==> src/hdl/sct_pkg.sv <==
/*
  Constants shared by the instruction timing decoder.
  Assumes an 8-bit opcode from the fetch path and one core clock per cycle.
*/
package sct_pkg;

  ////////////////////////////////////////////////////////////////////////
  // Widths
  localparam int OPC_W = 8;
  localparam int CYC_W = 5;
  localparam int WAIT_W = 4;
  localparam int BYTES_W = 2;

  ////////////////////////////////////////////////////////////////////////
  // Clock: one instruction cycle is one core clock period
  localparam int CLK_PERIOD_PS = 5000;
  localparam int CLKS_PER_CYCLE = 1;

  ////////////////////////////////////////////////////////////////////////
  // Logical operation groups, by high nibble and low nibble
  localparam logic [3:0] NIB_OR = 4'h4;
  localparam logic [3:0] NIB_AND = 4'h5;
  localparam logic [3:0] NIB_XOR = 4'h6;
  localparam logic [3:0] LO_DIR_ACC = 4'h2;
  localparam logic [3:0] LO_DIR_IMM = 4'h3;
  localparam logic [3:0] LO_ACC_IMM = 4'h4;
  localparam logic [3:0] LO_ACC_DIR = 4'h5;
  localparam logic [2:0] LO_IND_TOP3 = 3'h3;

  ////////////////////////////////////////////////////////////////////////
  // Accumulator, carry and no-operation opcodes
  localparam logic [7:0] OP_NOP = 8'h00;
  localparam logic [7:0] OP_CLR_ACC = 8'hE4;
  localparam logic [7:0] OP_CPL_ACC = 8'hF4;
  localparam logic [7:0] OP_SWAP_ACC = 8'hC4;
  localparam logic [7:0] OP_ROT_L = 8'h23;
  localparam logic [7:0] OP_ROT_LC = 8'h33;
  localparam logic [7:0] OP_ROT_R = 8'h03;
  localparam logic [7:0] OP_ROT_RC = 8'h13;
  localparam logic [7:0] OP_CLR_CY = 8'hC3;
  localparam logic [7:0] OP_SET_CY = 8'hD3;
  localparam logic [7:0] OP_CPL_CY = 8'hB3;

  ////////////////////////////////////////////////////////////////////////
  // Addressed bit opcodes
  localparam logic [7:0] OP_CLR_BIT = 8'hC2;
  localparam logic [7:0] OP_SET_BIT = 8'hD2;
  localparam logic [7:0] OP_CPL_BIT = 8'hB2;
  localparam logic [7:0] OP_AND_CY_BIT = 8'h82;
  localparam logic [7:0] OP_AND_CY_NBIT = 8'hB0;
  localparam logic [7:0] OP_OR_CY_BIT = 8'h72;
  localparam logic [7:0] OP_OR_CY_NBIT = 8'hA0;
  localparam logic [7:0] OP_BIT_TO_CY = 8'hA2;
  localparam logic [7:0] OP_CY_TO_BIT = 8'h92;

  ////////////////////////////////////////////////////////////////////////
  // Branch opcodes
  localparam logic [7:0] OP_JUMP_ACC_PTR = 8'h73;
  localparam logic [7:0] OP_RETURN = 8'h22;
  localparam logic [7:0] OP_IRQ_RETURN = 8'h32;
  localparam logic [3:0] LO_ABS_BRANCH = 4'h1;
  localparam logic [7:0] OP_SHORT_JUMP = 8'h80;
  localparam logic [7:0] OP_JUMP_CY = 8'h40;
  localparam logic [7:0] OP_JUMP_NCY = 8'h50;
  localparam logic [7:0] OP_JUMP_ZERO = 8'h60;
  localparam logic [7:0] OP_JUMP_NZERO = 8'h70;
  localparam logic [4:0] TOP5_DEC_REG_JUMP = 5'h1B;
  localparam logic [7:0] OP_LONG_JUMP = 8'h02;
  localparam logic [7:0] OP_LONG_CALL = 8'h12;
  localparam logic [7:0] OP_JUMP_BIT = 8'h20;
  localparam logic [7:0] OP_JUMP_NBIT = 8'h30;
  localparam logic [7:0] OP_JUMP_BIT_CLR = 8'h10;
  localparam logic [7:0] OP_CMP_ACC_DIR = 8'hB5;
  localparam logic [7:0] OP_CMP_ACC_IMM = 8'hB4;
  localparam logic [4:0] TOP5_CMP_REG = 5'h17;
  localparam logic [6:0] TOP7_CMP_IND = 7'h5B;
  localparam logic [7:0] OP_DEC_DIR_JUMP = 8'hD5;

  ////////////////////////////////////////////////////////////////////////
  // External data moves: top three bits set, low nibble 0, 2 or 3
  localparam logic [2:0] TOP3_EXT_MOVE = 3'h7;
  localparam logic [3:0] LO_EXT_A = 4'h0;
  localparam logic [3:0] LO_EXT_B = 4'h2;
  localparam logic [3:0] LO_EXT_C = 4'h3;

  ////////////////////////////////////////////////////////////////////////
  // Cycle counts and lengths
  localparam logic [CYC_W-1:0] CYC_ONE = 5'h01;
  localparam logic [CYC_W-1:0] CYC_TWO = 5'h02;
  localparam logic [CYC_W-1:0] CYC_THREE = 5'h03;
  localparam logic [CYC_W-1:0] CYC_FOUR = 5'h04;
  localparam logic [CYC_W-1:0] CYC_EXT_BASE = 5'h04;
  localparam logic [CYC_W-1:0] CYC_IRQ_CALL = 5'h03;
  localparam logic [BYTES_W-1:0] LEN_ONE = 2'h1;
  localparam logic [BYTES_W-1:0] LEN_TWO = 2'h2;
  localparam logic [BYTES_W-1:0] LEN_THREE = 2'h3;

  ////////////////////////////////////////////////////////////////////////
  // Reset values
  localparam logic [CYC_W-1:0] RST_CYC = 5'h00;
  localparam logic [BYTES_W-1:0] RST_LEN = 2'h0;

endpackage

==> src/hdl/sct_hold_reg.sv <==
/*
  Holding register: captures a value when load is high, else keeps it.
  Assumes a synchronous load from logic on the same clock.
*/
`timescale 1ns/100ps
module sct_hold_reg #(
  parameter int W = 1
) (
  input wire logic clk,
  input wire logic rstn,
  input wire logic load,
  input wire logic [W-1:0] d,
  output logic [W-1:0] q
);

  // Reset to zero; the owner maps zero to its idle meaning
  always_ff @(posedge clk or negedge rstn) begin
    if (!rstn) begin
      q <= '0;
    end else if (load) begin
      q <= d;
    end
  end

endmodule

==> src/hdl/sct_cycle_counter.sv <==
/*
  Down counter of remaining instruction cycles, one step per clock.
  Assumes load and value come from logic on the same clock.
*/
`timescale 1ns/100ps
module sct_cycle_counter #(
  parameter int W = 5
) (
  input wire logic clk,
  input wire logic rstn,
  input wire logic load,
  input wire logic [W-1:0] load_value,
  output logic [W-1:0] count_d,
  output logic [W-1:0] count_q
);

  // Load wins; otherwise step down and rest at zero
  assign count_d = load ? load_value : ((count_q != '0) ? count_q - W'(1) : count_q);

  always_ff @(posedge clk or negedge rstn) begin
    if (!rstn) begin
      count_q <= '0;
    end else begin
      count_q <= count_d;
    end
  end

endmodule

==> src/hdl/sct_instr_timing.sv <==
/*
  Instruction length and cycle-count decoder with execute hold-off.
  Assumes the fetch path offers one opcode at a time with issue_valid and
  keeps it until issue_ready_q accepts it; wait setting comes from core logic.
*/
`timescale 1ns/100ps
module sct_instr_timing (
  input wire logic clk,
  input wire logic rstn,
  input wire logic issue_valid,
  input wire logic [sct_pkg::OPC_W-1:0] issue_opcode,
  input wire logic issue_from_irq,
  input wire logic [sct_pkg::WAIT_W-1:0] ext_wait_setting,
  output logic issue_ready_q,
  output logic [sct_pkg::BYTES_W-1:0] cur_bytes_q,
  output logic [sct_pkg::CYC_W-1:0] cur_cycles_q,
  output logic cur_ext_move_q,
  output logic cur_irq_call_q,
  output logic decode_miss_q
);

  ////////////////////////////////////////////////////////////////////////
  // Opcode fields
  logic [7:0] op;
  logic [3:0] hi;
  logic [3:0] lo;
  assign op = issue_opcode;
  assign hi = op[7:4];
  assign lo = op[3:0];

  ////////////////////////////////////////////////////////////////////////
  // Logical group: or, and, xor share one layout by high nibble
  logic logic_grp;
  logic lg_reg;
  logic lg_ind;
  logic lg_two;
  logic lg_three;
  assign logic_grp = (hi == sct_pkg::NIB_OR) || (hi == sct_pkg::NIB_AND) || (hi == sct_pkg::NIB_XOR);
  assign lg_reg = logic_grp && op[3];
  assign lg_ind = logic_grp && (op[3:1] == sct_pkg::LO_IND_TOP3);
  assign lg_two = logic_grp && ((lo == sct_pkg::LO_DIR_ACC) || (lo == sct_pkg::LO_ACC_IMM)
                  || (lo == sct_pkg::LO_ACC_DIR));
  assign lg_three = logic_grp && (lo == sct_pkg::LO_DIR_IMM);

  ////////////////////////////////////////////////////////////////////////
  // Accumulator and carry single-cycle group
  logic acc_op;
  assign acc_op = (op == sct_pkg::OP_NOP) || (op == sct_pkg::OP_CLR_ACC) || (op == sct_pkg::OP_CPL_ACC)
                  || (op == sct_pkg::OP_SWAP_ACC) || (op == sct_pkg::OP_ROT_L) || (op == sct_pkg::OP_ROT_LC)
                  || (op == sct_pkg::OP_ROT_R) || (op == sct_pkg::OP_ROT_RC) || (op == sct_pkg::OP_CLR_CY)
                  || (op == sct_pkg::OP_SET_CY) || (op == sct_pkg::OP_CPL_CY);

  ////////////////////////////////////////////////////////////////////////
  // Addressed bit group
  logic bit_op;
  logic bit_move;
  assign bit_op = (op == sct_pkg::OP_CLR_BIT) || (op == sct_pkg::OP_SET_BIT) || (op == sct_pkg::OP_CPL_BIT)
                  || (op == sct_pkg::OP_AND_CY_BIT) || (op == sct_pkg::OP_AND_CY_NBIT)
                  || (op == sct_pkg::OP_OR_CY_BIT) || (op == sct_pkg::OP_OR_CY_NBIT);
  assign bit_move = (op == sct_pkg::OP_BIT_TO_CY) || (op == sct_pkg::OP_CY_TO_BIT);

  ////////////////////////////////////////////////////////////////////////
  // Branch groups
  logic br_ptr;
  logic br_return;
  logic br_abs;
  logic br_rel;
  logic br_long;
  logic br_call;
  logic br_bit;
  logic br_cmp;
  logic br_dec_dir;
  assign br_ptr = (op == sct_pkg::OP_JUMP_ACC_PTR);
  assign br_return = (op == sct_pkg::OP_RETURN) || (op == sct_pkg::OP_IRQ_RETURN);
  // Absolute forms sit in every row; low nibble alone marks them
  assign br_abs = (lo == sct_pkg::LO_ABS_BRANCH) || (op == sct_pkg::OP_SHORT_JUMP);
  assign br_rel = (op == sct_pkg::OP_JUMP_CY) || (op == sct_pkg::OP_JUMP_NCY) || (op == sct_pkg::OP_JUMP_ZERO)
                  || (op == sct_pkg::OP_JUMP_NZERO) || (op[7:3] == sct_pkg::TOP5_DEC_REG_JUMP);
  assign br_call = (op == sct_pkg::OP_LONG_CALL);
  assign br_long = (op == sct_pkg::OP_LONG_JUMP) || br_call;
  assign br_bit = (op == sct_pkg::OP_JUMP_BIT) || (op == sct_pkg::OP_JUMP_NBIT)
                  || (op == sct_pkg::OP_JUMP_BIT_CLR);
  assign br_cmp = (op == sct_pkg::OP_CMP_ACC_DIR) || (op == sct_pkg::OP_CMP_ACC_IMM)
                  || (op[7:3] == sct_pkg::TOP5_CMP_REG) || (op[7:1] == sct_pkg::TOP7_CMP_IND);
  assign br_dec_dir = (op == sct_pkg::OP_DEC_DIR_JUMP);

  ////////////////////////////////////////////////////////////////////////
  // External moves and interrupt-entry call
  logic ext_move;
  logic irq_call;
  assign ext_move = (op[7:5] == sct_pkg::TOP3_EXT_MOVE) && ((lo == sct_pkg::LO_EXT_A)
                    || (lo == sct_pkg::LO_EXT_B) || (lo == sct_pkg::LO_EXT_C));
  // Only the long call opcode may be shortened; the flag is ignored otherwise
  assign irq_call = br_call && issue_from_irq;

  ////////////////////////////////////////////////////////////////////////
  // Length selection
  logic is_len1;
  logic is_len2;
  logic is_len3;
  logic dec_hit;
  logic [sct_pkg::BYTES_W-1:0] dec_bytes;
  assign is_len1 = lg_reg || lg_ind || acc_op || br_ptr || br_return || ext_move;
  assign is_len2 = lg_two || bit_op || bit_move || br_abs || br_rel;
  assign is_len3 = lg_three || br_long || br_bit || br_cmp || br_dec_dir;
  assign dec_hit = is_len1 || is_len2 || is_len3;
  // Unlisted opcodes fall back to one byte so the fetch path keeps moving
  assign dec_bytes = is_len3 ? sct_pkg::LEN_THREE : (is_len2 ? sct_pkg::LEN_TWO : sct_pkg::LEN_ONE);

  ////////////////////////////////////////////////////////////////////////
  // Cycle selection; external moves stretch by the wait setting
  logic cyc4;
  logic cyc3;
  logic cyc2;
  logic [sct_pkg::CYC_W-1:0] ext_cycles;
  logic [sct_pkg::CYC_W-1:0] dec_cycles;
  assign cyc4 = (br_long && !irq_call) || br_return || br_bit || br_cmp || br_dec_dir;
  assign cyc3 = lg_three || br_ptr || br_abs || br_rel || irq_call;
  assign cyc2 = lg_ind || lg_two || bit_op || bit_move;
  assign ext_cycles = sct_pkg::CYC_EXT_BASE + sct_pkg::CYC_W'(ext_wait_setting);
  assign dec_cycles = ext_move ? ext_cycles :
                      irq_call ? sct_pkg::CYC_IRQ_CALL :
                      cyc4 ? sct_pkg::CYC_FOUR :
                      cyc3 ? sct_pkg::CYC_THREE :
                      cyc2 ? sct_pkg::CYC_TWO : sct_pkg::CYC_ONE;

  ////////////////////////////////////////////////////////////////////////
  // Acceptance and remaining-cycle counter
  logic accept;
  logic [sct_pkg::CYC_W-1:0] remain_d;
  logic [sct_pkg::CYC_W-1:0] remain_q;
  logic [sct_pkg::CYC_W-1:0] remain_load;
  assign accept = issue_valid && issue_ready_q;
  // Accept cycle is the first instruction cycle, so load count minus one
  assign remain_load = dec_cycles - sct_pkg::CYC_ONE;

  // Counts down once per clock edge, so a cycle is one clock
  sct_cycle_counter #(
    .W(sct_pkg::CYC_W)
  ) u_remain (
    .clk(clk),
    .rstn(rstn),
    .load(accept),
    .load_value(remain_load),
    .count_d(remain_d),
    .count_q(remain_q)
  );

  // Ready reopens once nothing remains, so the next accept falls C clocks after this one
  logic ready_d;
  assign ready_d = (remain_d == '0);

  always_ff @(posedge clk or negedge rstn) begin
    if (!rstn) begin
      issue_ready_q <= 1'b1;
    end else begin
      issue_ready_q <= ready_d;
    end
  end

  ////////////////////////////////////////////////////////////////////////
  // Captured timing of the instruction in execution
  sct_hold_reg #(
    .W(sct_pkg::BYTES_W)
  ) u_bytes (
    .clk(clk),
    .rstn(rstn),
    .load(accept),
    .d(dec_bytes),
    .q(cur_bytes_q)
  );

  sct_hold_reg #(
    .W(sct_pkg::CYC_W)
  ) u_cycles (
    .clk(clk),
    .rstn(rstn),
    .load(accept),
    .d(dec_cycles),
    .q(cur_cycles_q)
  );

  // Flags travel in one holder: external move, interrupt call, miss
  logic [2:0] flags_q;
  sct_hold_reg #(
    .W(3)
  ) u_flags (
    .clk(clk),
    .rstn(rstn),
    .load(accept),
    .d({ext_move, irq_call, !dec_hit}),
    .q(flags_q)
  );
  assign cur_ext_move_q = flags_q[2];
  assign cur_irq_call_q = flags_q[1];
  assign decode_miss_q = flags_q[0];

  ////////////////////////////////////////////////////////////////////////
  // Checks: helper counter of cycles spent with ready low
  logic [sct_pkg::CYC_W-1:0] hold_run_q;
  always_ff @(posedge clk or negedge rstn) begin
    if (!rstn) begin
      hold_run_q <= sct_pkg::RST_CYC;
    end else if (accept) begin
      hold_run_q <= sct_pkg::RST_CYC;
    end else if (!issue_ready_q) begin
      hold_run_q <= hold_run_q + sct_pkg::CYC_ONE;
    end
  end
endmodule

==> config.mk <==
export PLATFORM = sky130hd
export DESIGN_NAME = sct_instr_timing
export DESIGN_NICKNAME = d
export VERILOG_FILES = /design/src/hdl/sct_pkg.sv /design/src/hdl/sct_hold_reg.sv /design/src/hdl/sct_cycle_counter.sv /design/src/hdl/sct_instr_timing.sv
export SDC_FILE = /design/constraint.sdc
export NUM_CORES = 1
export LEC_CHECK = 0
export BUFFER_PORTS_ARGS = -buffer_cell sky130_fd_sc_hd__buf_2
export CORE_MARGIN = 4
export CORE_UTILIZATION = 49
export CTS_CLUSTER_SIZE = 30
export DETAILED_ROUTE_END_ITERATION = 16
export PLACE_DENSITY = 0.72
export SYNTH_ARGS = -nofsm -noshare
export SYNTH_HDL_FRONTEND = slang
export SYNTH_HIERARCHICAL = 1
export SYNTH_SLANG_ARGS = --single-unit
==> constraint.sdc <==
create_clock -name clk -period 1.91 [get_ports clk]
set_input_delay 0.0955 -clock clk [delete_from_list [all_inputs] [get_ports clk]]
set_output_delay 0.0955 -clock clk [all_outputs]
set_load 0.01 [all_outputs]
==> key figures <==
Run status
  – Run status: finished, violations left
  – Failing checks: setup timing

Final layout
  – Commonest non-fill, non-tap cell in the layout: buf_4
  – Antenna diodes: 0
  – Final Cell Area: 1870 sq um
  – Commonest non-fill, non-tap cells in the layout: buf_4 (37), buf_2 (22), dfrtp_1 (15), nand2_1 (12), mux2_2 (11)
  – Layout cells sized above 1: 52.5%
  – Finished Layout Cells: 230
  – NumNets Final: 220
  – Area growth syn-to-layout: 38.9%
  – Filler instances: 183

Logic synthesis
  – Synth Flop Type: dfrtp_1
  – Compound-Gate Fraction of Synth Area: 16.1%
  – Simple-Gate Fraction of Synth Area: 31.5%
  – Syn Nets: 157
  – Synth Area per Inst: 9.74 sq um
  – Synth warn: 6
  – Synthesized-area fraction occupied by adder cells: 2.79%
  – Post-synth EDFFs: 0
  – Cells after Synth: 138
  – Sequential-to-total area share from yosys stat: 29.9%
  – Mapped Area: 1340 sq um
  – Post-synth top area share: 27.9%
  – FF+latch count, synth: 16
  – Main area contributors after synthesis: dfrtp_1 (28%), mux2_2 (9.2%), nand2_1 (3.6%)
  – XOR/XNOR Fraction of Synth Area: 3.26%
  – Cell taking the most area after synthesis: dfrtp_1
  – Largest family of logic cells by synthesized area: simple AND/OR/NAND/NOR gates
  – Post-synth cell types: 52
  – Post-synthesis mux area share: 10.3%
  – Post-synth ARST share: 100%

Critical path
  – Worst reg2reg endpoint: issue_ready_q
  – Max incr delay on CP: 0.41 ns
  – Slowest CP cell: or4_1
  – Kind of critical path: in2reg
  – CP startpoint: issue_opcode[0]
  – Reg2Reg Depth: 7
  – Critical R2R Launch: u_remain/count_q[0]
  – CP arrival: 2.40 ns
  – Cell mode on critical path: o21ai_1
  – Data required, critical path: 2.15 ns
  – Setup slack, reg-to-reg: 0 ns
  – CP Capture Type: register
  – Startpoint types: primary input
  – Cells along the critical path: buf_2, nor3_1, o211ai_1, and3_4, o211a_1, inv_2, ha_4, nand2_2, nor2_2, xnor2_1, o21ai_1, nand2_1, o21ai_1, or4_1, nor2_1
  – Maximum fanout along the worst path: 9

Timing
  – Final-report hold violation count: 0
  – Worst-margin pin slew: 0.384 ns
  – Normalized max-slew margin: 74.0%
  – Final period utilization: 113%
  – Highest clock rate: 0.462 GHz
  – Endpoints failing setup: 1
  – TNS Setup: -0.254 ns
  – Final Worst Setup Slack: -0.254 ns
  – Slew Limit Fails: 0
  – RSZ-0062 raised after global routing: true
  – Tmin final: 2.16 ns
  – Clk_skew: 0.00934 ns

Floorplanning
  – Initial core utilization: 52.8%
  – Num rows: 18
  – Die X: 60.4 um
  – Core Area: 2540 sq um
  – IO Count: 27
  – Die Height: 60.4 um
  – Die Footprint: 3640 sq um

Flow run
  – Max cap viols: 0

Clock tree
  – Max Root-Sink Buffers: 2
  – Clk_lat worst skew: 0.29 ns
  – Clock Sinks: 16
  – Worst-path clk slew: 0.10 ns
  – H-Tree Depth: 1
  – CTS root buffer: clkbuf_4
  – CTS tree: done
  – CTS Buf Count: 3

GRT
  – Largest net degree at the start of global routing: 17
  – Gr ovfl total: 0
  – First-pass GRT wire length: 6.17 mm
  – Vias in the first global route: 1361
  – Tot GR Track Use: 22.3%
  – Antenna violations before repair: 0

Drt
  – Post-DRT Antenna Nets: 0
  – Drt first-iter violations: 31
  – Vias post-DR: 1297
  – Overall routed net length: 3.69 mm
  – Initial DRT Pass Iterations: 4
  – Vias/cell: 5.64
  – WL/cell: 16.0 um
  – DR DRC count: 0

Pwr
  – Internal power: 946 uW
  – Clock share of power: 15.4%
  – Switch share: 35.5%
  – Pleak: 0.880 nW
  – Combinational share of power: 48.7%
  – Worst VDD drop: 0.915 mV
  – P_sw: 520 uW
  – Power Density: 785 nW/um^2
  – Sequential power share: 35.8%

Placed design
  – GP Congestion: 0.923
  – Post-DP HPWL: 2.80 mm
  – Cells after DPL: 223
  – Number of port buffers: 26
  – Post-DP Area: 1750 sq um

Min path
  – Hold Crit Class: in2async
[power groups by stage]
stage | sequential, mW | clock [mW] | combinational (mW)
2_1_floorplan | 0.553 | 0 | 0.401
3_3_place_gp | 0.527 | 0 | 0.663
3_5_place_dp | 0.532 | 0 | 0.686
4_1_cts | 0.526 | 0.233 | 0.706
5_1_grt | 0.541 | 0.240 | 0.789
6_report | 0.525 | 0.226 | 0.715
[worst max path at each step]
stage / slack (ns) / cells after the start / endpoint
finish: -0.25 / 15 / issue_ready_q
floorplan: -0.34 / 15 / issue_ready_q
global route: -0.32 / 15 / issue_ready_q
CTS: -0.13 / 16 / issue_ready_q
detailed placement: -0.55 / 15 / issue_ready_q
global placement: -0.46 / 15 / issue_ready_q
[synth_stat cells, drive strengths merged, types with 2 or more instances]
| cell | instances |
|---|---|
| nor4b | 3 |
| buf | 7 |
| nor2 | 7 |
| nand2b | 3 |
| nand3 | 4 |
| a21oi | 5 |
| nor3 | 6 |
| nand2 | 13 |
| nand4b | 4 |
| ha | 3 |
| xnor2 | 4 |
| and2b | 2 |
| o31ai | 3 |
| and2 | 5 |
| mux2 | 12 |
| nor2b | 5 |
| o22ai | 2 |
| inv | 6 |
| o211ai | 2 |
| dfrtp | 15 |
| and3 | 2 |
| nand4 | 3 |
| o21ai | 7 |
[cell type report]
| cell class | count | area [sq um] | area share, % |
|---|---|---|---|
| well taps | 30 | 37.5 | 2.01 |
| clock buffers | 4 | 36.3 | 1.94 |
| repair buffers | 65 | 472 | 25.3 |
| inverters | 6 | 22.5 | 1.21 |
| flip-flops and latches | 16 | 402 | 21.5 |
| multi-input cells | 109 | 897 | 48.1 |
[per-layer routing]
layer	routed length, um	GRT usage, %	vias up
met2	1810	36.4	50
met4	48	3.48	0
met5	0	0	-
met1	1560	29.9	603
li1	-	-	636
met3	270	6.38	8
[through the flow]
| step | util, % | hold slack (ns) | power, mW | setup slack [ns] |
|---|---|---|---|---|
| 6_report | 73.4 | 0.253 | 1.47 | -0.254 |
| 5_1_grt | 73.4 | 0.285 | 1.57 | -0.324 |
| 4_1_cts | 72.0 | 0.240 | 1.46 | -0.129 |
| 3_5_place_dp | 68.6 | 0.0270 | 1.22 | -0.549 |
| 3_3_place_gp | 68.6 | 0.0131 | 1.19 | -0.462 |
| 2_1_floorplan | - | -0.200 | 0.954 | -0.338 |
[cell families after synthesis]
family	Yosys count
adder cells (fa/ha/maj)	3
flip-flops	16
AO/OA/AOI/OAI	28
multiplexers	12
XOR/XNOR	5
buffers and inverters	13
AND/OR/NAND/NOR	61
[flip-flops by register name, indices dropped and copies added (netlist names)]
name,count
u_remain/count_q,5
issue_ready_q,1
u_bytes/q,2
u_flags/q,3
u_cycles/q,5
[worst max-delay path, delay by kind of cell]
family                     cells  cell delay [ns]
xor gates and xnor gates       1             0.13
AOI/OAI and AO/OA              4             0.52
and+or+nand+nor                7             1.23
buffers and inverters          2             0.27
adders and majority gates      1             0.15
[repair_timing]
item,in CTS,in global routing
gates cloned,0,0
endpoints found under the hold margin,16,0
setup endpoints to repair,1,1
hold buffers,1,0
resized for setup,10,9
buffers inserted,1,1
pin swaps,5,5
Power figures use the tool's default switching activity.
